===== src/tws_params.svh =====
// Timing and framing constants for the two-wire serial controller
`ifndef TWS_PARAMS_SVH
`define TWS_PARAMS_SVH
`define TWS_CLK_NS      50
`define TWS_BIT_NS      1000
`define TWS_QTR_CYC     ((`TWS_BIT_NS / 4 + `TWS_CLK_NS - 1) / `TWS_CLK_NS)
`define TWS_TENBIT_PFX  5'h1E
`define TWS_ACK_BIT     4'h8
`define TWS_END_BIT     4'h9
`endif


===== src/tws_pkg.sv =====
// State types for the two-wire serial controller
package tws_pkg;
    typedef enum logic [3:0] {
        M_IDLE  = 4'b0001,
        M_START = 4'b0010,
        M_BIT   = 4'b0100,
        M_STOP  = 4'b1000
    } mst_state_t;
    typedef enum logic [3:0] {
        S_IDLE = 4'b0001,
        S_ADDR = 4'b0010,
        S_WR   = 4'b0100,
        S_RD   = 4'b1000
    } slv_state_t;
endpackage


===== src/two_wire_serial_master_slave.sv =====
// Two-wire serial bus controller, master and slave roles on one pin pair
`include "tws_params.svh"

// Functional notes
// - Master and slave roles are enabled separately, and both together give multimaster use.
// - With the slave role on, every start condition on the bus opens a new address phase.
// - The master role makes start, repeated start and stop conditions and drives transfers.
// - The master waits for a stretched clock, ends its high phase early and drops out on lost data.
// - With the slave role off, a start made by another agent raises no interrupt.
// - The slave compares the received 7-bit address with its own address in hardware.
// - An address match can raise a wake pulse for the chip's low-power logic.
// - The first byte after a start is a 7-bit address then a direction bit, one meaning read.
// - Each transfer ends with a stop made by the master that owns the bus.
// - An owning master may issue a repeated start without a stop in between.
// - The bit timer defaults to a 1 Mbps bus rate, 5 system clocks per quarter bit.
// - Only 7-bit addresses are compared; ten-bit prefixes are passed on for software.
// - Framing and status are done in hardware and data moves one whole byte at a time.
// - Each event pulse (done, lost, slave start, match, rx, tx request, slave stop) also pulses the interrupt line.
// - Both roles can transmit and receive bytes.
module two_wire_serial_master_slave #(
    parameter int QTR_CYC = `TWS_QTR_CYC
) (
    input  wire logic       clk,
    input  wire logic       resetn,
    input  wire logic       master_en,
    input  wire logic       slave_en,
    input  wire logic       ten_bit_en,
    input  wire logic       wake_en,
    input  wire logic [6:0] own_addr,
    input  wire logic       cmd_valid,
    input  wire logic       cmd_start,
    input  wire logic       cmd_byte,
    input  wire logic       cmd_stop,
    input  wire logic       cmd_read,
    input  wire logic       cmd_nack,
    input  wire logic [7:0] cmd_data,
    output logic            cmd_ready_q,
    output logic            m_done_q,
    output logic            m_ack_q,
    output logic [7:0]      m_rdata_q,
    output logic            m_lost_q,
    output logic            bus_busy_q,
    input  wire logic [7:0] s_tx_data,
    output logic            s_start_q,
    output logic            s_match_q,
    output logic            s_dir_q,
    output logic            s_rx_valid_q,
    output logic [7:0]      s_rx_data_q,
    output logic            s_tx_req_q,
    output logic            s_stop_q,
    output logic            wake_q,
    output logic            irq_q,
    input  wire logic       scl_in,
    output logic            scl_out_q,
    output logic            scl_oe_n_q,
    input  wire logic       sda_in,
    output logic            sda_out_q,
    output logic            sda_oe_n_q
);
    tws_pkg::mst_state_t m_st_q;
    tws_pkg::slv_state_t s_st_q;
    logic       scl_p_q;
    logic       sda_p_q;
    logic [7:0] m_tmr_q;
    logic [1:0] m_ph_q;
    logic [3:0] m_bit_q;
    logic [8:0] m_sh_q;
    logic       m_rd_q;
    logic       m_stop_q;
    logic       m_byte_q;
    logic       m_own_q;
    logic       m_scl_low_q;
    logic       m_sda_low_q;
    logic [3:0] s_cnt_q;
    logic [7:0] s_sh_q;
    logic       s_mack_q;
    logic       s_sda_low_q;

    // Bus condition decode from the current and previous samples
    wire scl_rise   = scl_in & ~scl_p_q;
    wire scl_fall   = ~scl_in & scl_p_q;
    wire start_det  = scl_in & scl_p_q & sda_p_q & ~sda_in;
    wire stop_det   = scl_in & scl_p_q & ~sda_p_q & sda_in;

    // Master timing: phase 2 holds while the line is stretched low
    wire m_run      = (m_st_q != tws_pkg::M_IDLE);
    wire m_hold     = (m_ph_q == 2'h2) & ~scl_in;
    wire m_sync     = (m_st_q == tws_pkg::M_BIT) & (m_ph_q == 2'h3) & ~scl_in;
    wire m_tick     = m_run & (((m_tmr_q == 8'h00) & ~m_hold) | m_sync);
    wire m_sending  = m_rd_q ? (m_bit_q == `TWS_ACK_BIT) : (m_bit_q != `TWS_ACK_BIT);
    wire lost_bit   = (m_st_q == tws_pkg::M_BIT) & ~m_sda_low_q & m_sending;
    wire lost_start = (m_st_q == tws_pkg::M_START);
    wire m_lost     = m_tick & (m_ph_q == 2'h2) & ~sda_in & (lost_bit | lost_start);
    wire m_last     = (m_st_q == tws_pkg::M_BIT) & (m_ph_q == 2'h3);
    wire m_done     = m_tick & m_last & (m_bit_q == `TWS_ACK_BIT);
    wire take       = cmd_valid & cmd_ready_q;
    wire [7:0] qtr  = 8'(QTR_CYC - 1);

    // Slave decode
    wire s_on       = (s_st_q != tws_pkg::S_IDLE);
    wire s_rd       = (s_st_q == tws_pkg::S_RD);
    wire s_adr      = (s_st_q == tws_pkg::S_ADDR);
    wire adr_own    = (s_sh_q[7:1] == own_addr);
    wire adr_ten    = ten_bit_en & (s_sh_q[7:3] == `TWS_TENBIT_PFX);
    wire adr_ok     = adr_own | adr_ten;
    wire f8         = s_on & scl_fall & (s_cnt_q == `TWS_ACK_BIT);
    wire f9         = s_on & scl_fall & (s_cnt_q == `TWS_END_BIT);
    wire s_go_rd    = (s_adr & s_dir_q) | (s_rd & s_mack_q);
    wire ev_sstart  = start_det & slave_en;
    wire ev_match   = f8 & s_adr & adr_ok;
    wire ev_rx      = f8 & (s_st_q == tws_pkg::S_WR);
    wire ev_tx      = f9 & s_go_rd;
    wire ev_sstop   = stop_det & s_on;
    wire ev_any     = m_done | m_lost | ev_sstart | ev_match | ev_rx | ev_tx | ev_sstop;

    // Line history and bus ownership by anyone
    always_ff @(posedge clk or negedge resetn) begin
        if (!resetn) begin
            scl_p_q    <= 1'b1;
            sda_p_q    <= 1'b1;
            bus_busy_q <= 1'b0;
        end else begin
            scl_p_q    <= scl_in;
            sda_p_q    <= sda_in;
            bus_busy_q <= start_det | (bus_busy_q & ~stop_det);
        end
    end

    // Quarter-bit timer, reloaded on every phase step
    always_ff @(posedge clk or negedge resetn) begin
        if (!resetn) begin
            m_tmr_q <= 8'h00;
        end else if (!m_run || m_tick || take) begin
            m_tmr_q <= qtr;
        end else if (m_tmr_q != 8'h00) begin
            m_tmr_q <= m_tmr_q - 8'h01;
        end
    end

    // Master sequencer, one action per quarter-bit phase
    always_ff @(posedge clk or negedge resetn) begin
        if (!resetn) begin
            m_st_q      <= tws_pkg::M_IDLE;
            m_ph_q      <= 2'h0;
            m_bit_q     <= 4'h0;
            m_sh_q      <= 9'h1FF;
            m_rd_q      <= 1'b0;
            m_stop_q    <= 1'b0;
            m_byte_q    <= 1'b0;
            m_own_q     <= 1'b0;
            m_scl_low_q <= 1'b0;
            m_sda_low_q <= 1'b0;
            m_ack_q     <= 1'b0;
            m_rdata_q   <= 8'h00;
        end else if (m_lost) begin
            // Drop both lines at once so the winner sees a clean bus
            m_st_q      <= tws_pkg::M_IDLE;
            m_own_q     <= 1'b0;
            m_scl_low_q <= 1'b0;
            m_sda_low_q <= 1'b0;
        end else if (take) begin
            m_sh_q   <= cmd_read ? {8'hFF, cmd_nack} : {cmd_data, 1'b1};
            m_rd_q   <= cmd_read;
            m_stop_q <= cmd_stop;
            m_byte_q <= cmd_byte;
            m_bit_q  <= 4'h0;
            m_ph_q   <= 2'h0;
            if (cmd_start) begin
                m_st_q <= tws_pkg::M_START;
            end else if (!m_own_q) begin
                m_st_q <= tws_pkg::M_IDLE;
            end else if (cmd_byte) begin
                m_st_q <= tws_pkg::M_BIT;
            end else if (cmd_stop) begin
                m_st_q <= tws_pkg::M_STOP;
            end
        end else if (m_tick) begin
            m_ph_q <= m_ph_q + 2'h1;
            case (m_st_q)
                tws_pkg::M_START: begin
                    case (m_ph_q)
                        2'h0: m_sda_low_q <= 1'b0;
                        2'h1: m_scl_low_q <= 1'b0;
                        2'h2: begin
                            m_sda_low_q <= 1'b1;
                            m_own_q     <= 1'b1;
                        end
                        default: begin
                            m_scl_low_q <= 1'b1;
                            if (m_byte_q) begin
                                m_st_q <= tws_pkg::M_BIT;
                            end else begin
                                m_st_q <= m_stop_q ? tws_pkg::M_STOP : tws_pkg::M_IDLE;
                            end
                        end
                    endcase
                end
                tws_pkg::M_BIT: begin
                    case (m_ph_q)
                        2'h0: m_sda_low_q <= ~m_sh_q[8];
                        2'h1: m_scl_low_q <= 1'b0;
                        2'h2: begin
                            if (m_bit_q == `TWS_ACK_BIT) begin
                                m_ack_q <= ~sda_in;
                            end else begin
                                m_rdata_q <= {m_rdata_q[6:0], sda_in};
                            end
                        end
                        default: begin
                            m_scl_low_q <= 1'b1;
                            m_sh_q      <= {m_sh_q[7:0], 1'b1};
                            if (m_bit_q == `TWS_ACK_BIT) begin
                                m_st_q <= m_stop_q ? tws_pkg::M_STOP : tws_pkg::M_IDLE;
                            end else begin
                                m_bit_q <= m_bit_q + 4'h1;
                            end
                        end
                    endcase
                end
                tws_pkg::M_STOP: begin
                    case (m_ph_q)
                        2'h0: m_sda_low_q <= 1'b1;
                        2'h1: m_scl_low_q <= 1'b0;
                        2'h2: m_sda_low_q <= 1'b0;
                        default: begin
                            m_st_q  <= tws_pkg::M_IDLE;
                            m_own_q <= 1'b0;
                        end
                    endcase
                end
                default: m_st_q <= tws_pkg::M_IDLE;
            endcase
        end
    end

    // Command acceptance: a foreign-owned bus is never interrupted
    always_ff @(posedge clk or negedge resetn) begin
        if (!resetn) begin
            cmd_ready_q <= 1'b0;
        end else begin
            cmd_ready_q <= master_en & ~m_run & ~take & ~m_lost & (m_own_q | ~bus_busy_q);
        end
    end

    // Slave engine; no clock stretching, so s_tx_data must be ready in time
    always_ff @(posedge clk or negedge resetn) begin
        if (!resetn) begin
            s_st_q      <= tws_pkg::S_IDLE;
            s_cnt_q     <= 4'h0;
            s_sh_q      <= 8'h00;
            s_mack_q    <= 1'b0;
            s_sda_low_q <= 1'b0;
            s_dir_q     <= 1'b0;
        end else if (!slave_en || stop_det) begin
            s_st_q      <= tws_pkg::S_IDLE;
            s_sda_low_q <= 1'b0;
        end else if (start_det) begin
            s_st_q      <= tws_pkg::S_ADDR;
            s_cnt_q     <= 4'h0;
            s_sda_low_q <= 1'b0;
        end else if (s_on && scl_rise && s_cnt_q != `TWS_END_BIT) begin
            s_cnt_q <= s_cnt_q + 4'h1;
            if (!s_rd && s_cnt_q != `TWS_ACK_BIT) begin
                s_sh_q <= {s_sh_q[6:0], sda_in};
            end
            if (s_rd && s_cnt_q == `TWS_ACK_BIT) begin
                s_mack_q <= ~sda_in;
            end
        end else if (f8) begin
            if (s_adr && !adr_ok) begin
                s_st_q <= tws_pkg::S_IDLE;
            end else begin
                s_sda_low_q <= ~s_rd;
            end
            if (s_adr) begin
                s_dir_q <= s_sh_q[0];
            end
        end else if (f9) begin
            s_cnt_q <= 4'h0;
            if (s_go_rd) begin
                s_st_q      <= tws_pkg::S_RD;
                s_sh_q      <= s_tx_data;
                s_sda_low_q <= ~s_tx_data[7];
            end else begin
                s_st_q      <= s_rd ? tws_pkg::S_IDLE : tws_pkg::S_WR;
                s_sda_low_q <= 1'b0;
            end
        end else if (s_rd && scl_fall && s_cnt_q != 4'h0) begin
            s_sh_q      <= {s_sh_q[6:0], 1'b0};
            s_sda_low_q <= ~s_sh_q[6];
        end
    end

    // Event pulses and the shared interrupt line
    always_ff @(posedge clk or negedge resetn) begin
        if (!resetn) begin
            m_done_q     <= 1'b0;
            m_lost_q     <= 1'b0;
            s_start_q    <= 1'b0;
            s_match_q    <= 1'b0;
            s_rx_valid_q <= 1'b0;
            s_rx_data_q  <= 8'h00;
            s_tx_req_q   <= 1'b0;
            s_stop_q     <= 1'b0;
            wake_q       <= 1'b0;
            irq_q        <= 1'b0;
        end else begin
            m_done_q     <= m_done;
            m_lost_q     <= m_lost;
            s_start_q    <= ev_sstart;
            s_match_q    <= ev_match;
            s_rx_valid_q <= ev_rx;
            s_rx_data_q  <= ev_rx ? s_sh_q : s_rx_data_q;
            s_tx_req_q   <= ev_tx;
            s_stop_q     <= ev_sstop;
            wake_q       <= ev_match & wake_en;
            irq_q        <= ev_any;
        end
    end

    // Pin drivers; a one-cycle lag keeps every output on a flop
    always_ff @(posedge clk or negedge resetn) begin
        if (!resetn) begin
            scl_out_q  <= 1'b0;
            sda_out_q  <= 1'b0;
            scl_oe_n_q <= 1'b1;
            sda_oe_n_q <= 1'b1;
        end else begin
            scl_out_q  <= 1'b0;
            sda_out_q  <= 1'b0;
            scl_oe_n_q <= ~m_scl_low_q;
            sda_oe_n_q <= ~(m_sda_low_q | s_sda_low_q);
        end
    end
endmodule


===== config.mk =====
export PLATFORM = sky130hd
export DESIGN_NAME = two_wire_serial_master_slave
export DESIGN_NICKNAME = d
export VERILOG_FILES = /design/src/tws_pkg.sv /design/src/two_wire_serial_master_slave.sv
export VERILOG_INCLUDE_DIRS = /design/src
export SDC_FILE = /design/constraint.sdc
export NUM_CORES = 1
export LEC_CHECK = 0
export BUFFER_PORTS_ARGS = -buffer_cell sky130_fd_sc_hd__buf_4
export CORE_UTILIZATION = 50
export CTS_CLUSTER_SIZE = 8
export DETAILED_ROUTE_END_ITERATION = 7
export GPL_TIMING_DRIVEN = 0
export MAX_ROUTING_LAYER = met4
export PLACE_DENSITY_LB_ADDON = 0.3
export SETUP_SLACK_MARGIN = 0.1
export SLEW_MARGIN = 20
export SYNTH_ARGS = -nofsm -noshare
export SYNTH_HDL_FRONTEND = slang
export SYNTH_SLANG_ARGS = --single-unit

===== constraint.sdc =====
create_clock -name clk -period 2.87 [get_ports clk]
set_clock_uncertainty 0.1 [all_clocks]
set_input_delay 0.1435 -clock clk [delete_from_list [all_inputs] [get_ports clk]]
set_output_delay 0.1435 -clock clk [all_outputs]
set_load 0.01 [all_outputs]

==> impl_metrics.json <==
{
  "viasPerCell": 5.834,
  "die_y_um": 98.47,
  "via_count": 3868,
  "switching_power_mw": 1.342,
  "clockBufferDepth": 2,
  "dieArea_um2": 9696,
  "cts.sinks": 84,
  "fmax_ghz": 0.3873,
  "wl_um": 10600,
  "leakage_nw": 2.623,
  "grt_start_max_net_pins": 85,
  "diodes": 0,
  "min_period_ns": 2.582,
  "antenna_found_initial": 0,
  "start_util": 0.5259,
  "cts_buffers": 9,
  "maxSlewViolCount": 0,
  "synthesis.instances": 461,
  "cts-root-buf": "clkbuf_8",
  "crit_chain": "inv_1 > ha_1 > nor3b_2 > nand3_1 > a21oi_2 > o21ai_0 > or3_1 > o21ai_1",
  "p_int_mw": 2.347,
  "yosysTopAreaCell": "dfrtp_1",
  "grt-ovfl-total": 0,
  "ys_types": 76,
  "dominantRegCellSynth": "dfrtp_1",
  "async_flop_share": 1.000,
  "slowest_delay_ns": 0.41,
  "slew_headroom": 0.5080,
  "cp-end-kind": "register",
  "tritoncts": "built",
  "synth_seq_area_share": 0.4558,
  "grt_pass1_wl_um": 17860,
  "hold_path.class": "primary input to register",
  "crit_arrival_ns": 2.76,
  "p_clk_frac": 0.240,
  "criticalPathCategory": "register to register",
  "yosysWarnings": 0,
  "clk_pin_slew_ns": 0.09,
  "power_density_nw_per_um2": 656.9,
  "power.total_mw": 3.689,
  "wl_per_cell_um": 15.98,
  "pwr-share-seq": 0.451,
  "finalCritPeriodShare": 0.8995,
  "outcome": "complete, no violations",
  "nets": 599,
  "nFillCells": 697,
  "io_pins": 70,
  "rsz0062_at_grt": "false",
  "crit_path_top_delay_cell": "dfrtp_1",
  "setup-violations-final": 0,
  "finalSetupTns_ns": 0,
  "ys_ff_latch": 84,
  "cp_max_fo": 9,
  "core_um2": 8848,
  "synth_edf_count": 0,
  "drt_iter0_drc": 238,
  "row_count": 34,
  "syn_area_per_cell_um2": 10.09,
  "synth_area_um2": 4653,
  "cp_data_required_time_ns": 3.05,
  "p_comb_frac": 0.309,
  "swShare": 0.3637,
  "layout.cells.non_filler": 663,
  "io_buffers": 67,
  "ff_latch_area_um2": 2121,
  "cts_setup_buffers": 0,
  "insertion_delay_ns": 0.36,
  "hpwl_um": 7547,
  "firstDrtPassIters": 5,
  "multi_input_area_um2": 2371,
  "grt_pass1_vias": 3796,
  "ant_nets": 0,
  "layout-drive-gt1-share": 0.2865,
  "cts.htree.levels": 3,
  "synth_area_leaders": "dfrtp_1 37%, dfstp_2 8.5%, mux2_2 6.3%",
  "cap_violations": 0,
  "gp_congestion": 0.9003,
  "area_growth_pct": 20.68,
  "worst_slew_pin_slew_ns": 0.7379,
  "die_w_um": 98.47,
  "grt.total_usage": 0.2377,
  "peakVddDrop_mv": 0.4208,
  "final_common_cell": "dfrtp_1",
  "place_inst": 637,
  "drc": 0,
  "start_kind": "register",
  "final_hold_viol_count": 0,
  "synth.top_cell.area_share": 0.3711,
  "final_cell_mix": "69 x dfrtp_1, 68 x buf_4, 50 x nand2_1"
}
[flip-flops by register name, indices dropped and copies added, names as in the netlist, 2 cells and up]
signal       flops
s_rx_data_q      8
s_sh_q           8
m_rdata_q        8
s_st_q           4
m_tmr_q          8
m_bit_q          4
m_sh_q           9
m_st_q           4
m_ph_q           2
s_cnt_q          4
[synthesized netlist by cell type, types with 3 or more instances]
master and number:
dfrtp_1 69, nand2_1 50, o21ai_0 43, mux2_2 26, nor2_1 25, inv_1 22, a21oi_1 16, dfstp_2 15
ha_1 12, or3_1 12, nand3_1 11, nor3_1 9, clkbuf_1 8, xor2_1 8, a22o_1 7, and2_1 6
nand4_1 6, nor2b_1 6, xnor2_1 6, and3_1 5, and3b_1 5, or4_1 5, buf_2 4, mux2i_1 4
nor4b_1 4, a211o_1 3, a211oi_1 3, a21o_1 3, a21oi_2 3, nand2b_1 3, nand3b_1 3, nor3b_1 3
nor4_1 3
[power groups by stage]
stage	combinational (mW)	clock (mW)	sequential, mW
2_1_floorplan	0.816	0	1.63
3_3_place_gp	1.07	0	1.66
3_5_place_dp	1.11	0	1.68
4_1_cts	1.13	0.909	1.66
5_1_grt	1.27	0.961	1.70
6_report	1.14	0.886	1.66
[area by class of cell]
cell class              instances  share of cell area
repair buffers                 77              0.1081
clock inverters                 7             0.01448
multi-input cells             339              0.4222
well taps                     108             0.02406
plain buffers                  16             0.01560
clock buffers                   9             0.02206
flip-flops and latches         84              0.3777
inverters                      23             0.01582
[what timing repair did]
item	CTS	global route
hold endpoints to repair	78	0
endpoints found under the setup margin	3	0
hold buffers	10	0
resized for setup	1	0
[through the flow]
stage                       util  area (um^2)  hold WS [ns]  setup slack, ns
final                     0.6346         5615       0.03744           0.2883
after global placement    0.5984         5295        0.1702           0.1697
after detailed placement  0.5984         5295        0.1717           0.1171
after CTS                 0.6335         5605       0.02266           0.3060
after global routing      0.6346         5615       0.02721           0.1168
after floorplan                -         4657       -0.2521           0.5485
[logic make-up after synthesis]
| group | after synthesis | synth area share |
|---|---|---|
| other | 1 | 0.0008059 |
| flip-flops | 84 | 0.4558 |
| AND/OR/NAND/NOR | 171 | 0.2116 |
| AO/OA/AOI/OAI | 107 | 0.1549 |
| XOR/XNOR | 14 | 0.02635 |
| buffers and inverters | 39 | 0.03791 |
| multiplexers | 33 | 0.08040 |
| adder cells (fa/ha/maj) | 12 | 0.03227 |
[critical path, delay by kind of cell (launching register included)]
family	cells	cell delay, ns
buffers and inverters	1	0.12
flip-flops	1	0.41
AO/OA/AOI/OAI	3	0.74
adder cells (fa/ha/maj)	1	0.18
AND/OR/NAND/NOR	3	0.95
[metal layers]
| layer | wire (um) | global-route usage | vias to the layer above |
|---|---|---|---|
| li1 | - | - | 1842 |
| met1 | 4512 | 0.2927 | 1869 |
| met2 | 5336 | 0.3965 | 137 |
| met3 | 560 | 0.04468 | 20 |
| met4 | 188 | 0.07807 | 0 |
| met5 | 0 | - | - |
[final timing paths]
check | cells past startpoint | slack (ns) | from | endpoint
worst max-delay path | 8 | 0.29 | m_tmr_q[0]$_DFFE_PN0P_ | m_sda_low_q$_DFFE_PN0P_
worst min-delay path | 3 | 0.04 | s_tx_data[3] | s_sh_q[3]$_DFFE_PN0P_
worst max register to register | 8 | 0.29 | m_tmr_q[0]$_DFFE_PN0P_ | m_sda_low_q$_DFFE_PN0P_
worst min register to register | 1 | 0.29 | m_scl_low_q$_DFFE_PN0P_ | scl_oe_n_q$_DFF_PN1_
max in group asynchronous | 2 | 1.88 | resetn | s_cnt_q[1]$_DFFE_PN0P_
min in group asynchronous | 2 | 0.29 | resetn | cmd_ready_q$_DFF_PN0_
Note: power is estimated with default switching activity, not from simulation.
